==> src/cbsu_map.vh <==
`ifndef CBSU_MAP_VH
`define CBSU_MAP_VH

// Operation codes presented by the core decoder.
`define CBSU_OP_W            5
`define CBSU_OP_NONE         5'h00
`define CBSU_OP_CMP          5'h01
`define CBSU_OP_CMP_CARRY    5'h02
`define CBSU_OP_CMP_IMM      5'h03
`define CBSU_OP_SKIP_RB_CLR  5'h04
`define CBSU_OP_SKIP_RB_SET  5'h05
`define CBSU_OP_SKIP_IO_CLR  5'h06
`define CBSU_OP_SKIP_IO_SET  5'h07
`define CBSU_OP_BR_SBIT_SET  5'h08
`define CBSU_OP_BR_SBIT_CLR  5'h09
`define CBSU_OP_BR_EQ        5'h0A
`define CBSU_OP_BR_NE        5'h0B
`define CBSU_OP_BR_CS        5'h0C
`define CBSU_OP_BR_CC        5'h0D
`define CBSU_OP_BR_SH        5'h0E
`define CBSU_OP_BR_LO        5'h0F
`define CBSU_OP_BR_MI        5'h10
`define CBSU_OP_BR_PL        5'h11
`define CBSU_OP_BR_GE        5'h12
`define CBSU_OP_BR_LT        5'h13
`define CBSU_OP_BR_HS        5'h14
`define CBSU_OP_BR_HC        5'h15

// Status register bit positions.
`define CBSU_SR_C            0
`define CBSU_SR_Z            1
`define CBSU_SR_N            2
`define CBSU_SR_V            3
`define CBSU_SR_S            4
`define CBSU_SR_H            5
`define CBSU_SR_T            6
`define CBSU_SR_I            7
`define CBSU_SR_RESET        8'h00

// Program counter steps and cycle costs.
`define CBSU_PC_STEP_SKIP1   2
`define CBSU_PC_STEP_SKIP2   3
`define CBSU_CYC_FALL        2'h1
`define CBSU_CYC_TAKEN       2'h2
`define CBSU_CYC_SKIP2       2'h3
`define CBSU_PC_RESET        16'h0000

`endif

==> src/cbsu_core.v <==
`include "cbsu_map.vh"
`timescale 1ns/1ps
`default_nettype none

module cbsu_core #(
    parameter PC_W = 16 // Program counter width in bits.
) (
    input  wire            clk,          // Core clock, 20 MHz.
    input  wire            rst,          // Asynchronous reset, active high.
    input  wire            issue,        // One-cycle pulse: an operation is issued.
    input  wire [4:0]      op,           // Operation code.
    input  wire [7:0]      dst_val,      // Destination register value.
    input  wire [7:0]      src_val,      // Source register or bit-test register.
    input  wire [7:0]      imm,          // Immediate constant from instruction word.
    input  wire [7:0]      io_val,       // Addressed I/O register value.
    input  wire [2:0]      bit_sel,      // Bit or status flag index.
    input  wire [6:0]      offset,       // Signed branch displacement.
    input  wire            next_two_word, // Following instruction is two words.
    input  wire [PC_W-1:0] pc_in,        // Address of the issued instruction.
    input  wire [7:0]      status_register_in,      // Current status register.
    output reg             busy,         // High while extra cycles are spent.
    output reg             done,         // Pulse at the last cycle of an operation.
    output reg             pc_load,      // Pulse: load program counter.
    output reg  [PC_W-1:0] pc_out,       // New program counter value.
    output reg             flush,        // Pulse: discard fetched instruction.
    output reg             status_register_we,      // Pulse: write status register.
    output reg  [7:0]      status_register_out,     // New status register value.
    output reg  [1:0]      cycles        // Cycle cost of the last operation.
);
    localparam ST_IDLE = 2'h0;
    localparam ST_WAIT = 2'h1;
    // Skip steps sized to the program counter so the additions stay in width.
    localparam [PC_W-1:0] STEP_SKIP1 = `CBSU_PC_STEP_SKIP1;
    localparam [PC_W-1:0] STEP_SKIP2 = `CBSU_PC_STEP_SKIP2;

    reg  [1:0]      state;
    reg  [1:0]      wait_cnt;
    reg  [1:0]      next_state;
    reg  [1:0]      next_wait;
    reg             is_cmp;
    reg             is_skip;
    reg             is_br;
    reg             cond;
    reg  [7:0]      sub_src;
    reg  [PC_W-1:0] next_pc;
    reg  [1:0]      next_cycles;
    reg             next_pc_load;
    reg             next_flush;
    wire [7:0]      sub_flags;
    wire [PC_W-1:0] pc_seq;
    wire [PC_W-1:0] offs_ext;
    wire            sel_s;
    wire            sel_r;
    wire            sel_p;

    assign sel_s    = status_register_in[bit_sel];
    assign sel_r    = src_val[bit_sel];
    assign sel_p    = io_val[bit_sel];
    assign pc_seq   = pc_in + {{(PC_W-1){1'b0}}, 1'b1};
    assign offs_ext = {{(PC_W-7){offset[6]}}, offset};

    cbsu_sub8 u_sub (
        .dst       (dst_val),
        .src       (sub_src),
        .cin       ((op == `CBSU_OP_CMP_CARRY) & status_register_in[`CBSU_SR_C]),
        .z_chain   (status_register_in[`CBSU_SR_Z]),
        .use_chain (op == `CBSU_OP_CMP_CARRY),
        .flags     (sub_flags)
    );

    always @* begin
        is_cmp  = 1'b0;
        is_skip = 1'b0;
        is_br   = 1'b0;
        cond    = 1'b0;
        sub_src = src_val;
        case (op)
            `CBSU_OP_CMP: begin
                is_cmp = 1'b1;
            end
            `CBSU_OP_CMP_CARRY: begin
                is_cmp = 1'b1;
            end
            `CBSU_OP_CMP_IMM: begin
                is_cmp  = 1'b1;
                sub_src = imm;
            end
            `CBSU_OP_SKIP_RB_CLR: begin
                is_skip = 1'b1;
                cond    = ~sel_r;
            end
            `CBSU_OP_SKIP_RB_SET: begin
                is_skip = 1'b1;
                cond    = sel_r;
            end
            `CBSU_OP_SKIP_IO_CLR: begin
                is_skip = 1'b1;
                cond    = ~sel_p;
            end
            `CBSU_OP_SKIP_IO_SET: begin
                is_skip = 1'b1;
                cond    = sel_p;
            end
            `CBSU_OP_BR_SBIT_SET: begin
                is_br = 1'b1;
                cond  = sel_s;
            end
            `CBSU_OP_BR_SBIT_CLR: begin
                is_br = 1'b1;
                cond  = ~sel_s;
            end
            `CBSU_OP_BR_EQ: begin
                is_br = 1'b1;
                cond  = status_register_in[`CBSU_SR_Z];
            end
            `CBSU_OP_BR_NE: begin
                is_br = 1'b1;
                cond  = ~status_register_in[`CBSU_SR_Z];
            end
            `CBSU_OP_BR_CS, `CBSU_OP_BR_LO: begin
                is_br = 1'b1;
                cond  = status_register_in[`CBSU_SR_C];
            end
            `CBSU_OP_BR_CC, `CBSU_OP_BR_SH: begin
                is_br = 1'b1;
                cond  = ~status_register_in[`CBSU_SR_C];
            end
            `CBSU_OP_BR_MI: begin
                is_br = 1'b1;
                cond  = status_register_in[`CBSU_SR_N];
            end
            `CBSU_OP_BR_PL: begin
                is_br = 1'b1;
                cond  = ~status_register_in[`CBSU_SR_N];
            end
            `CBSU_OP_BR_GE: begin
                is_br = 1'b1;
                cond  = ~(status_register_in[`CBSU_SR_N] ^ status_register_in[`CBSU_SR_V]);
            end
            `CBSU_OP_BR_LT: begin
                is_br = 1'b1;
                cond  = status_register_in[`CBSU_SR_N] ^ status_register_in[`CBSU_SR_V];
            end
            `CBSU_OP_BR_HS: begin
                is_br = 1'b1;
                cond  = status_register_in[`CBSU_SR_H];
            end
            `CBSU_OP_BR_HC: begin
                is_br = 1'b1;
                cond  = ~status_register_in[`CBSU_SR_H];
            end
            default: begin
                is_br = 1'b0;
            end
        endcase
    end

    always @* begin
        next_pc      = pc_seq;
        next_cycles  = `CBSU_CYC_FALL;
        next_pc_load = 1'b0;
        next_flush   = 1'b0;
        if (is_br && cond) begin
            next_pc      = pc_seq + offs_ext;
            next_cycles  = `CBSU_CYC_TAKEN;
            next_pc_load = 1'b1;
            next_flush   = 1'b1;
        end
        if (is_skip && cond) begin
            next_pc_load = 1'b1;
            next_flush   = 1'b1;
            if (next_two_word) begin
                next_pc     = pc_in + STEP_SKIP2;
                next_cycles = `CBSU_CYC_SKIP2;
            end else begin
                next_pc     = pc_in + STEP_SKIP1;
                next_cycles = `CBSU_CYC_TAKEN;
            end
        end
    end

    always @* begin
        next_state = state;
        next_wait  = wait_cnt;
        case (state)
            ST_IDLE: begin
                if (issue && next_cycles != `CBSU_CYC_FALL) begin
                    next_state = ST_WAIT;
                    next_wait  = next_cycles - 2'h1;
                end
            end
            ST_WAIT: begin
                next_wait = wait_cnt - 2'h1;
                if (wait_cnt == 2'h1) begin
                    next_state = ST_IDLE;
                end
            end
            default: begin
                next_state = ST_IDLE;
            end
        endcase
    end

    always @(posedge clk or posedge rst) begin
        if (rst) begin
            state    <= ST_IDLE;
            wait_cnt <= 2'h0;
            busy     <= 1'b0;
            done     <= 1'b0;
            pc_load  <= 1'b0;
            pc_out   <= `CBSU_PC_RESET;
            flush    <= 1'b0;
            status_register_we  <= 1'b0;
            status_register_out <= `CBSU_SR_RESET;
            cycles   <= 2'h0;
        end else begin
            state    <= next_state;
            wait_cnt <= next_wait;
            busy     <= (next_state == ST_WAIT);
            done     <= (state == ST_IDLE) ? (issue && next_cycles == `CBSU_CYC_FALL)
                                           : (wait_cnt == 2'h1);
            pc_load  <= 1'b0;
            flush    <= 1'b0;
            status_register_we  <= 1'b0;
            if (issue && state == ST_IDLE) begin
                pc_load <= next_pc_load;
                pc_out  <= next_pc;
                flush   <= next_flush;
                cycles  <= next_cycles;
                // Compares touch only C Z N V S H; I and T are kept.
                if (is_cmp) begin
                    status_register_we  <= 1'b1;
                    status_register_out <= {status_register_in[7:6], sub_flags[5:0]};
                end else begin
                    status_register_out <= status_register_in;
                end
            end
        end
    end
endmodule

`default_nettype wire

==> src/cbsu_sub8.v <==
`timescale 1ns/1ps
`default_nettype none

module cbsu_sub8 (
    input  wire [7:0] dst,       // Minuend.
    input  wire [7:0] src,       // Subtrahend.
    input  wire       cin,       // Borrow in.
    input  wire       z_chain,   // Previous zero flag, for chained compare.
    input  wire       use_chain, // Keep zero only if previous was zero.
    output wire [7:0] flags      // New status bits C,Z,N,V,S,H in place.
);
    wire [8:0] diff;
    wire       c_f;
    wire       z_f;
    wire       n_f;
    wire       v_f;
    wire       h_f;

    assign diff = {1'b0, dst} - {1'b0, src} - {8'h00, cin};
    assign c_f  = (~dst[7] & src[7]) | (src[7] & diff[7]) | (diff[7] & ~dst[7]);
    assign h_f  = (~dst[3] & src[3]) | (src[3] & diff[3]) | (diff[3] & ~dst[3]);
    assign v_f  = (dst[7] & ~src[7] & ~diff[7]) | (~dst[7] & src[7] & diff[7]);
    assign n_f  = diff[7];
    // With carry, a zero result only keeps Z so multi-byte compares chain.
    assign z_f  = (diff[7:0] == 8'h00) & (~use_chain | z_chain);
    assign flags = {2'b00, h_f, n_f ^ v_f, v_f, n_f, z_f, c_f};
endmodule

`default_nettype wire

==> config.mk <==
export PLATFORM = sky130hd
export DESIGN_NAME = cbsu_core
export DESIGN_NICKNAME = d
export VERILOG_FILES = /design/src/cbsu_core.v /design/src/cbsu_sub8.v
export VERILOG_INCLUDE_DIRS = /design/src
export SDC_FILE = /design/constraint.sdc
export NUM_CORES = 1
export LEC_CHECK = 0
export ABC_AREA = 1
export BUFFER_PORTS_ARGS = -buffer_cell sky130_fd_sc_hd__buf_2
export CAP_MARGIN = 20
export CORE_MARGIN = 1
export CORE_UTILIZATION = 30
export DETAILED_ROUTE_END_ITERATION = 6
export PLACE_DENSITY = 0.59
export SLEW_MARGIN = 20
export SYNTH_ARGS = -nofsm -noshare
export SYNTH_HDL_FRONTEND = slang
export SYNTH_HIERARCHICAL = 1
export SYNTH_SLANG_ARGS = --single-unit
==> constraint.sdc <==
create_clock -name clk -period 1.7 [get_ports clk]
set_input_delay 0.085 -clock clk [delete_from_list [all_inputs] [get_ports clk]]
set_output_delay 0.085 -clock clk [all_outputs]
set_load 0.02 [all_outputs]
==> flow_summary.toml, run 1 <==
[status]
status = "finished, violations left"
violations = "negative setup slack"

[synthesis]
syn_inst = 758
synth_area_um2 = 4510
avgSynthCellArea_um2 = 5.95
yosysWarningCount = 6
syn-num-nets = 870

[run]
maxCapViolations = 0

[clock_tree]
clock_path_buffers = 2
cts_sinks = 34
cts_htree_levels = 2
path_clk_slew_ns = 0.06
cts_tree = "built"
clockRootBuffer = "clkbuf_16"
cts_buffers = 5
clock_latency_ns = 0.29

[drt]
drc = 0
wire_per_inst_um = 14.0
drt.antenna.violating_nets = 0
dr.pass1.iters = 5
drt-total-wl_mm = 17.1
drt-initial-drc-count = 354
vias = 5777
vias_per_cell = 4.75

[placed_design]
dp.final_hpwl_mm = 12.5
place_area_um2 = 6520
dp_cells = 1168
place_congestion = 0.882
io_buffers = 105

[sta]
timing.fmax_mhz = 452
finalCriticalPeriod_ns = 2.21
fin_worst_skew_ns = 0.00769
report.final.slew_viol_count = 0
finalCritPeriodShare_pct = 130
rsz0062_at_grt = "yes"
tns_ns = -5.16
hold_violations = 0
setup_ws_ns = -0.510
setup_viol = 15
hold_slack_ns = 0.108

[setup_path]
cp_max_fo = 4
slowest_delay_ns = 0.32
critical_path_class = "input port to flip-flop"
cp_cell_sequence = "buf_8 -> ha_4 -> inv_4 -> nor2_4 -> inv_2 -> nor3_2 -> xor2_1 -> inv_1 -> ha_4 -> nand2_4 -> nor4_4 -> a21oi_2 -> nand3_1 -> nand2_1 -> nand3_1 -> nand3_1 -> nand2_1 -> nand2_1"
cp_data_required_time_ns = 1.87
cp-end-kind = "flip-flop"
cpMaxStageDelayCell = "ha_4"
reg2reg_setup_slack_ns = 0.15
start_kind = "input port"
cp.arrival_ns = 2.38

[die]
start_util_pct = 30.9
die_w_um = 125
pin_count = 106
dieArea_um2 = 15500
core_um2 = 14600
placementRows = 44
fp.dieH_um = 125

[power]
vdd_drop_max_mv = 0.467
p_int_uw = 2780
leakage_uw = 0.00415
powerDensity_nw_per_um2 = 601
clockPowerShare_pct = 19.8
power.total_uw = 4740
comb_power_share_pct = 57.7
swShare_pct = 41.4
p_seq_share_pct = 22.5
p_sw_uw = 1960

[finish]
fillers = 1357
mostFrequentLayoutCell = "nand2_1"
stdcell_count = 1215
syn_to_final_growth_pct = 74.8
seq_area_um2 = 851
final_cell_mix = "172 x nand2_1, 160 x buf_4, 98 x inv_1, 96 x buf_2, 61 x nor2_1"
multiInputGateArea_um2 = 4050
nets = 1142
diodes = 0
drive_above_1_share_pct = 48.5
postLayoutCellArea_um2 = 7880

[global_route]
grt_max_degree = 35
grt_usage_pct = 21.4
grt_pass1_wl_mm = 27.2
antenna_found_initial = 0
grt_pass1_vias = 5672
grt.overflow.total = 0

[hold_path]
min_path_type = "input port to flip-flop"
-- critical path: cells and delay by family --
family | cells | cell delay, ns
buffers and inverters | 4 | 0.30
and+or+nand+nor | 10 | 1.13
xor gates and xnor gates | 1 | 0.28
AOI/OAI and AO/OA | 1 | 0.11
adders and majority gates | 2 | 0.46
-- timing repair --
| action | CTS | global route |
|---|---|---|
| buffers inserted | 30 | 10 |
| endpoints found under the hold margin | 34 | 0 |
| hold buffers | 1 | 0 |
| endpoints found under the setup margin | 18 | 23 |
| pin swaps | 92 | 71 |
| resized for setup | 135 | 88 |
| gates cloned | 1 | 0 |
-- layout make-up --
| type | count | share of cell area [%] |
|---|---|---|
| tap | 184 | 2.92 |
| timing repair buffer | 287 | 26.7 |
| clock buffer | 6 | 1.76 |
| multi-input combinational | 574 | 51.4 |
| inverter | 128 | 6.27 |
| clock inverter | 2 | 0.159 |
| sequential | 34 | 10.8 |
-- flip-flops by register name (all words and copies together) (netlist names) --
signal               cells
busy                     1
cycles                   2
done                     1
flush                    1
pc_out                  16
state                    2
status_register_out      8
status_register_we       1
wait_cnt                 2
-- worst paths after layout --
check	start	to	cells past startpoint
setup / recovery	pc_in[0]	pc_out[15]$_DFFE_PP0P_	18
setup reg to reg	state[0]$_DFF_PP0_	pc_out[8]$_DFFE_PP0P_	7
hold / removal	status_register_in[7]	status_register_out[7]$_DFFE_PP0P_	3
max in group asynchronous	rst	pc_out[2]$_DFFE_PP0P_	4
hold reg to reg	status_register_out[0]$_DFFE_PP0P_	status_register_out[0]$_DFFE_PP0P_	2
min in group asynchronous	rst	pc_out[8]$_DFFE_PP0P_	4
-- metrics by stage --
step	util (%)	worst slack, ns
final	54.0	-0.510
after global routing	54.0	-0.644
after CTS	51.0	-0.433
after detailed placement	44.7	-0.836
after global placement	44.7	-0.791
after floorplan	-	-0.730
-- per-layer routing --
metal	up-vias	track usage, %	share of wire [%]
met5	-	0	0
met4	0	4.25	1.9
met3	30	2.62	5.4
met2	178	36.9	48
met1	2658	28.5	45
li1	2911	-	-
-- power groups by stage --
stage                     combinational [µW]  sequential [µW]  clock [µW]
after floorplan                         1140             1250           0
after global placement                  2190             1080           0
after detailed placement                2200             1080           0
after CTS                               2490             1070         949
after global routing                    2980             1090         991
final                                   2730             1070         937
No activity file was read; power rests on OpenSTA's default activity.
==> inputs of run 2 (changes only) <==
--- a/config.mk
+++ b/config.mk
@@ -12,7 +12,6 @@
 export CORE_MARGIN = 1
 export CORE_UTILIZATION = 30
 export DETAILED_ROUTE_END_ITERATION = 6
-export PLACE_DENSITY = 0.59
 export SLEW_MARGIN = 20
 export SYNTH_ARGS = -nofsm -noshare
 export SYNTH_HDL_FRONTEND = slang
==> run 2 against run 1 <==
  * The flow still finishes with violations (negative setup slack)
  * Core utilization is 3.6 points higher
  * Die area stayed put
  * Flip-flop and latch count unchanged
  * Non-clock buffer count is 12 higher
  * Clock power grew 1%
  * Via count rose by 1.8%
  * Cell count increased by 0.99%
  * Clock skew rose by 0.0052 ns
  * Global-route usage shrank 0.43 points
  * Register-to-register slack better by 0.08 ns
  * Largest power group unchanged
==> flow_summary.toml, run 2 (synthesized netlist as in run 1, its figures left out) <==
[hold_path]
min_path_type = "input port to flip-flop"
hold_end = "status_register_out[6]$_DFFE_PP0P_"
min_delay_path_depth = 3
hold_start = "status_register_in[6]"

[placed_design]
io_buffers = 105
dp.final_hpwl_mm = 12.5
place_congestion = 0.889
post-place-ws_ns = -0.856

[finish]
largest_register = "pc_out"
fillers = 1254
diodes = 0
drive_above_1_share_pct = 52.3
syn_to_final_growth_pct = 86.3
nets = 1154
largest_reg_flops = 16
reg_top3 = "pc_out (16), status_register_out (8)"
mostFrequentLayoutCell = "nand2_1"
final_cell_mix = "163 x nand2_1, 149 x buf_4, 98 x inv_1, 97 x buf_2, 59 x nor2_1"

[sta]
finalCriticalPeriod_ns = 2.21
fin_worst_skew_ns = 0.0129
hold_violations = 0
tns_ns = -7.05
finalCritPeriodShare_pct = 130
timing.fmax_mhz = 453
rsz0062_at_grt = "yes"
setup_viol = 29
setup_ws_ns = -0.509
worstMarginPinSlew_ns = 0.545
maxSlewHeadroom_pct = 63.4
report.final.slew_viol_count = 0

[drt]
vias_per_cell = 4.79
drt-total-wl_mm = 17.5
drc = 0
dr.pass1.iters = 5
drt.antenna.violating_nets = 0
wire_per_inst_um = 14.3
vias = 5879
drt-initial-drc-count = 313

[die]
placementRows = 44
dieArea_um2 = 15500
pin_count = 106
die_w_um = 125
start_util_pct = 30.9
fp.dieH_um = 125
core_um2 = 14600

[clock_tree]
cts_tree = "built"
cts_buffers = 5
cts_htree_levels = 2
clock_latency_ns = 0.29
clock_path_buffers = 2
path_clk_slew_ns = 0.06
clockRootBuffer = "clkbuf_16"
cts_sinks = 34

[setup_path]
slowest_delay_ns = 0.58
cp-end-kind = "flip-flop"
cp_data_required_time_ns = 1.92
start_kind = "input port"
ff2ff_path_depth = 7
cp_max_fo = 3
critical_path_class = "input port to flip-flop"
r2r_end = "pc_out[8]$_DFFE_PP0P_"
cp_cell_sequence = "buf_8 -> nor4_4 -> buf_4 -> inv_2 -> nor2_1 -> inv_1 -> fa_2 -> ha_4 -> inv_2 -> nand2_1 -> nand2_1 -> nand3_1 -> nor2_2 -> nand3_1 -> nor3_2 -> o21ai_1 -> nand2_1"
crit_top_cell = "nand2_1"
reg2reg_from = "state[0]$_DFF_PP0_"
reg2reg_setup_slack_ns = 0.23
cp.arrival_ns = 2.43
cpMaxStageDelayCell = "fa_2"

[global_route]
antenna_found_initial = 0
grt_usage_pct = 21.0
grt.overflow.total = 0
grt_max_degree = 35
grt_pass1_vias = 5565
grt_pass1_wl_mm = 26.6

[status]
violations = "negative setup slack"
status = "finished, violations left"

[power]
vdd_drop_max_mv = 0.319
leakage_uw = 0.00435
powerDensity_nw_per_um2 = 594

[run]
maxCapViolations = 0
[run 2: cell types whose count changed in the layout (fill, tap and decap cells not counted), moves of 4 or more]
cell | before | now
buf_4 | 160 | 149
nand2_4 | 17 | 26
buf_6 | 18 | 35
a21oi_1 | 30 | 23
nand2_1 | 172 | 163
a21oi_2 | 16 | 21
nand3_1 | 53 | 49
o21ai_0 | 12 | 6
[run 2: how the worst max path moves through the flow]
stage	from	to	slack, ns	cells past startpoint
2_1_floorplan	op[4]	status_register_out[1]$_DFFE_PP0P_	-0.73	17
6_report	op[3]	status_register_out[1]$_DFFE_PP0P_	-0.51	17
5_1_grt	pc_in[4]	pc_out[15]$_DFFE_PP0P_	-0.63	19
4_1_cts	op[3]	status_register_out[1]$_DFFE_PP0P_	-0.43	17
3_5_place_dp	op[0]	status_register_out[1]$_DFFE_PP0P_	-0.86	19
3_3_place_gp	op[0]	status_register_out[1]$_DFFE_PP0P_	-0.82	19
[run 2: area by class of cell]
class / instances / area (µm²) / area share (%)
repair buffers: 299 / 2310 / 27.5
clock buffers: 6 / 139 / 1.65
multi-input cells: 574 / 4350 / 51.8
flip-flops and latches: 34 / 851 / 10.1
inverters: 128 / 508 / 6.05
well taps: 184 / 230 / 2.74
clock inverters: 2 / 12.5 / 0.149
[run 2: stage by stage]
stage / hold WS, ns / cells / util, % / power, µW / area, µm²
after CTS: 0.122 / 1215 / 52.4 / 4600 / 7640
final: 0.132 / 1227 / 57.6 / 4980 / 8400
after floorplan: 0.227 / 758 / - / 2390 / 4790
after detailed placement: 0.211 / 1176 / 44.9 / 3270 / 6550
after global routing: 0.141 / 1227 / 57.6 / 5290 / 8400
after global placement: 0.210 / 1176 / 44.9 / 3260 / 6550
[run 2: per-layer routing]
layer | vias to the layer above | global-route usage (%) | routed length [µm]
li1 | 2933 | - | -
met1 | 2727 | 26.8 | 7460
met2 | 181 | 36.4 | 8650
met3 | 38 | 3.01 | 891
met4 | 0 | 5.95 | 482
met5 | - | 0 | 0
[run 2: power breakdown]
group / total, µW / leakage, µW / internal [µW] / switching (µW)
combinational: 2970 / 0.00386 / 1360 / 1620
sequential: 1060 / 0.000411 / 974 / 89.4
clock: 949 / 0.0000729 / 580 / 369
total: 4980 / 0.00435 / 2910 / 2070
[run 2: worst max-delay path, delay by kind of cell]
kind	cells	cell delay, ns
buffers and inverters	5	0.41
adder cells (fa/ha/maj)	2	0.80
AO/OA/AOI/OAI	1	0.08
AND/OR/NAND/NOR	9	1.06
[run 2: repair_timing]
item,CTS,global route
setup buffers,29,23
gates resized for setup,174,151
gates cloned,2,0
setup endpoints to repair,18,30
pin swaps,90,91
endpoints found under the hold margin,34,0
hold buffers,1,0
==> inputs of run 3 (changes only) <==
--- a/config.mk
+++ b/config.mk
@@ -12,6 +12,7 @@
 export CORE_MARGIN = 1
 export CORE_UTILIZATION = 30
 export DETAILED_ROUTE_END_ITERATION = 6
+export SETUP_SLACK_MARGIN = 0.1
 export SLEW_MARGIN = 20
 export SYNTH_ARGS = -nofsm -noshare
 export SYNTH_HDL_FRONTEND = slang
==> run 3 against run 2 <==
  * The run still ends with negative setup slack left
  * Non-clock buffer count down 27
  * Register-to-register slack hardly changed
  * First-iteration DRC count is 1.6% higher
  * Routed wire length fell by 8.1%
  * Sequential share of layout area up 0.83 points
  * Final area decreased by 7.6%
  * Largest cell class unchanged
==> flow_summary.toml, run 3 (synthesized netlist as in run 1, its figures left out) <==
[placed_design]
place_congestion = 0.901
dp.final_hpwl_mm = 12.3
io_buffers = 105
place_area_um2 = 6550

[setup_path]
cp_max_fo = 5
cp.arrival_ns = 2.31
slowest_delay_ns = 0.25
cp_cell_sequence = "buf_8 -> buf_12 -> ha_4 -> nand2_4 -> nor2_4 -> nand2_2 -> xor2_2 -> inv_2 -> ha_4 -> a21oi_4 -> buf_6 -> nor2_2 -> nor2_1 -> inv_1 -> nand2_1 -> nand4_1 -> xor2_1 -> nand2_1 -> nand2_1 -> nand2_1 -> nand2_1"
cp-end-kind = "flip-flop"
critical_path_class = "input port to flip-flop"
start_kind = "input port"
cpMaxStageDelayCell = "ha_4"
cp_data_required_time_ns = 1.87
ff2ff_path_depth = 7
crit_top_cell = "nand2_1"

[clock_tree]
path_clk_slew_ns = 0.06
cts_sinks = 34
cts_buffers = 5
cts_htree_levels = 2
cts_tree = "built"
clock_latency_ns = 0.28
clockRootBuffer = "clkbuf_16"
clock_path_buffers = 2

[finish]
diodes = 0
syn_to_final_growth_pct = 72.2
largest_reg_flops = 16
drive_above_1_share_pct = 47.4
mostFrequentLayoutCell = "nand2_1"
seq_area_um2 = 851
largest_register = "pc_out"
final_cell_mix = "176 x nand2_1, 143 x buf_4, 102 x inv_1, 97 x buf_2, 62 x nor2_1"
fillers = 1320
postLayoutCellArea_um2 = 7760
multiInputGateArea_um2 = 4070
nets = 1127
reg_top3 = "pc_out (16), status_register_out (8)"

[sta]
finalCriticalPeriod_ns = 2.14
hold_violations = 0
rsz0062_at_grt = "yes"
setup_ws_ns = -0.435
timing.fmax_mhz = 468
setup_viol = 16
finalCritPeriodShare_pct = 126
fin_worst_skew_ns = 0.00650
report.final.slew_viol_count = 0

[hold_path]
min_path_type = "input port to flip-flop"
min_delay_path_depth = 3

[run]
maxCapViolations = 0

[drt]
wire_per_inst_um = 13.4
drt-total-wl_mm = 16.1
drt-initial-drc-count = 318
vias_per_cell = 4.71
vias = 5648
drt.antenna.violating_nets = 0
dr.pass1.iters = 5
drc = 0

[power]
leakage_uw = 0.00410
powerDensity_nw_per_um2 = 609
power.total_uw = 4720
vdd_drop_max_mv = 0.399

[die]
die_w_um = 125
pin_count = 106
core_um2 = 14600
placementRows = 44
dieArea_um2 = 15500
fp.dieH_um = 125
start_util_pct = 30.9

[global_route]
grt_max_degree = 35
grt_pass1_wl_mm = 25.8
grt_usage_pct = 20.3
grt_pass1_vias = 5382
antenna_found_initial = 0
grt.overflow.total = 0

[status]
violations = "negative setup slack"
status = "finished, violations left"
==> run 3: metal layers <==
layer / vias up / track usage, % / part of all wire, %
met5: - / 0 / 0
met4: 0 / 3.97 / 1.9
met3: 28 / 2.15 / 4.4
met2: 150 / 35.3 / 48
met1: 2579 / 26.9 / 45
li1: 2891 / - / -
==> run 3: final timing paths <==
| check | start | to | slack [ns] |
|---|---|---|---|
| max | pc_in[1] | pc_out[14]$_DFFE_PP0P_ | -0.44 |
| min | status_register_in[6] | status_register_out[6]$_DFFE_PP0P_ | 0.11 |
| max reg2reg | state[0]$_DFF_PP0_ | pc_out[7]$_DFFE_PP0P_ | 0.24 |
| min reg2reg | cycles[1]$_DFFE_PP0P_ | cycles[1]$_DFFE_PP0P_ | 0.48 |
| max in group asynchronous | rst | wait_cnt[0]$_DFFE_PP0P_ | 0.93 |
| min in group asynchronous | rst | pc_out[12]$_DFFE_PP0P_ | 0.45 |
==> run 3: worst max-delay path, delay by kind of cell <==
kind,cells,cell delay [ns]
XOR/XNOR,2,0.36
buffers and inverters,5,0.40
AND/OR/NAND/NOR,11,0.91
adder cells (fa/ha/maj),2,0.38
AO/OA/AOI/OAI,1,0.18
==> run 3: stage by stage <==
step | setup WS (ns) | TNS, ns | cells | util (%) | hold slack [ns]
after floorplan | -0.730 | -5.79 | 758 | - | 0.227
after global placement | -0.819 | -12.46 | 1168 | 44.9 | 0.211
after detailed placement | -0.812 | -13.18 | 1168 | 44.9 | 0.218
after CTS | -0.414 | -4.51 | 1191 | 50.5 | 0.122
after global routing | -0.591 | -7.20 | 1200 | 53.2 | 0.158
final | -0.435 | -5.08 | 1200 | 53.2 | 0.109
==> run 3: repair_timing <==
action / 4_1_cts / 5_1_grt
cloned: 1 / 0
hold buffers: 1 / 0
hold endpoints to repair: 34 / 0
pin swaps: 81 / 81
setup buffers: 13 / 11
resized for setup: 127 / 85
setup endpoints to repair: 19 / 26
==> run 3: power by group <==
group | internal (µW) | leakage (µW) | total, µW | switching (µW)
clock network | 580 | 0.0000729 | 948 | 368
logic | 1220 | 0.00362 | 2710 | 1490
registers | 974 | 0.000411 | 1070 | 92.8
==> run 3: area by class of cell <==
class | instances | area share (%)
multi-input combinational | 574 | 52.5
clock buffer | 6 | 1.79
sequential | 34 | 11.0
inverter | 128 | 6.27
clock inverter | 2 | 0.161
tap | 184 | 2.97
timing repair buffer | 272 | 25.4
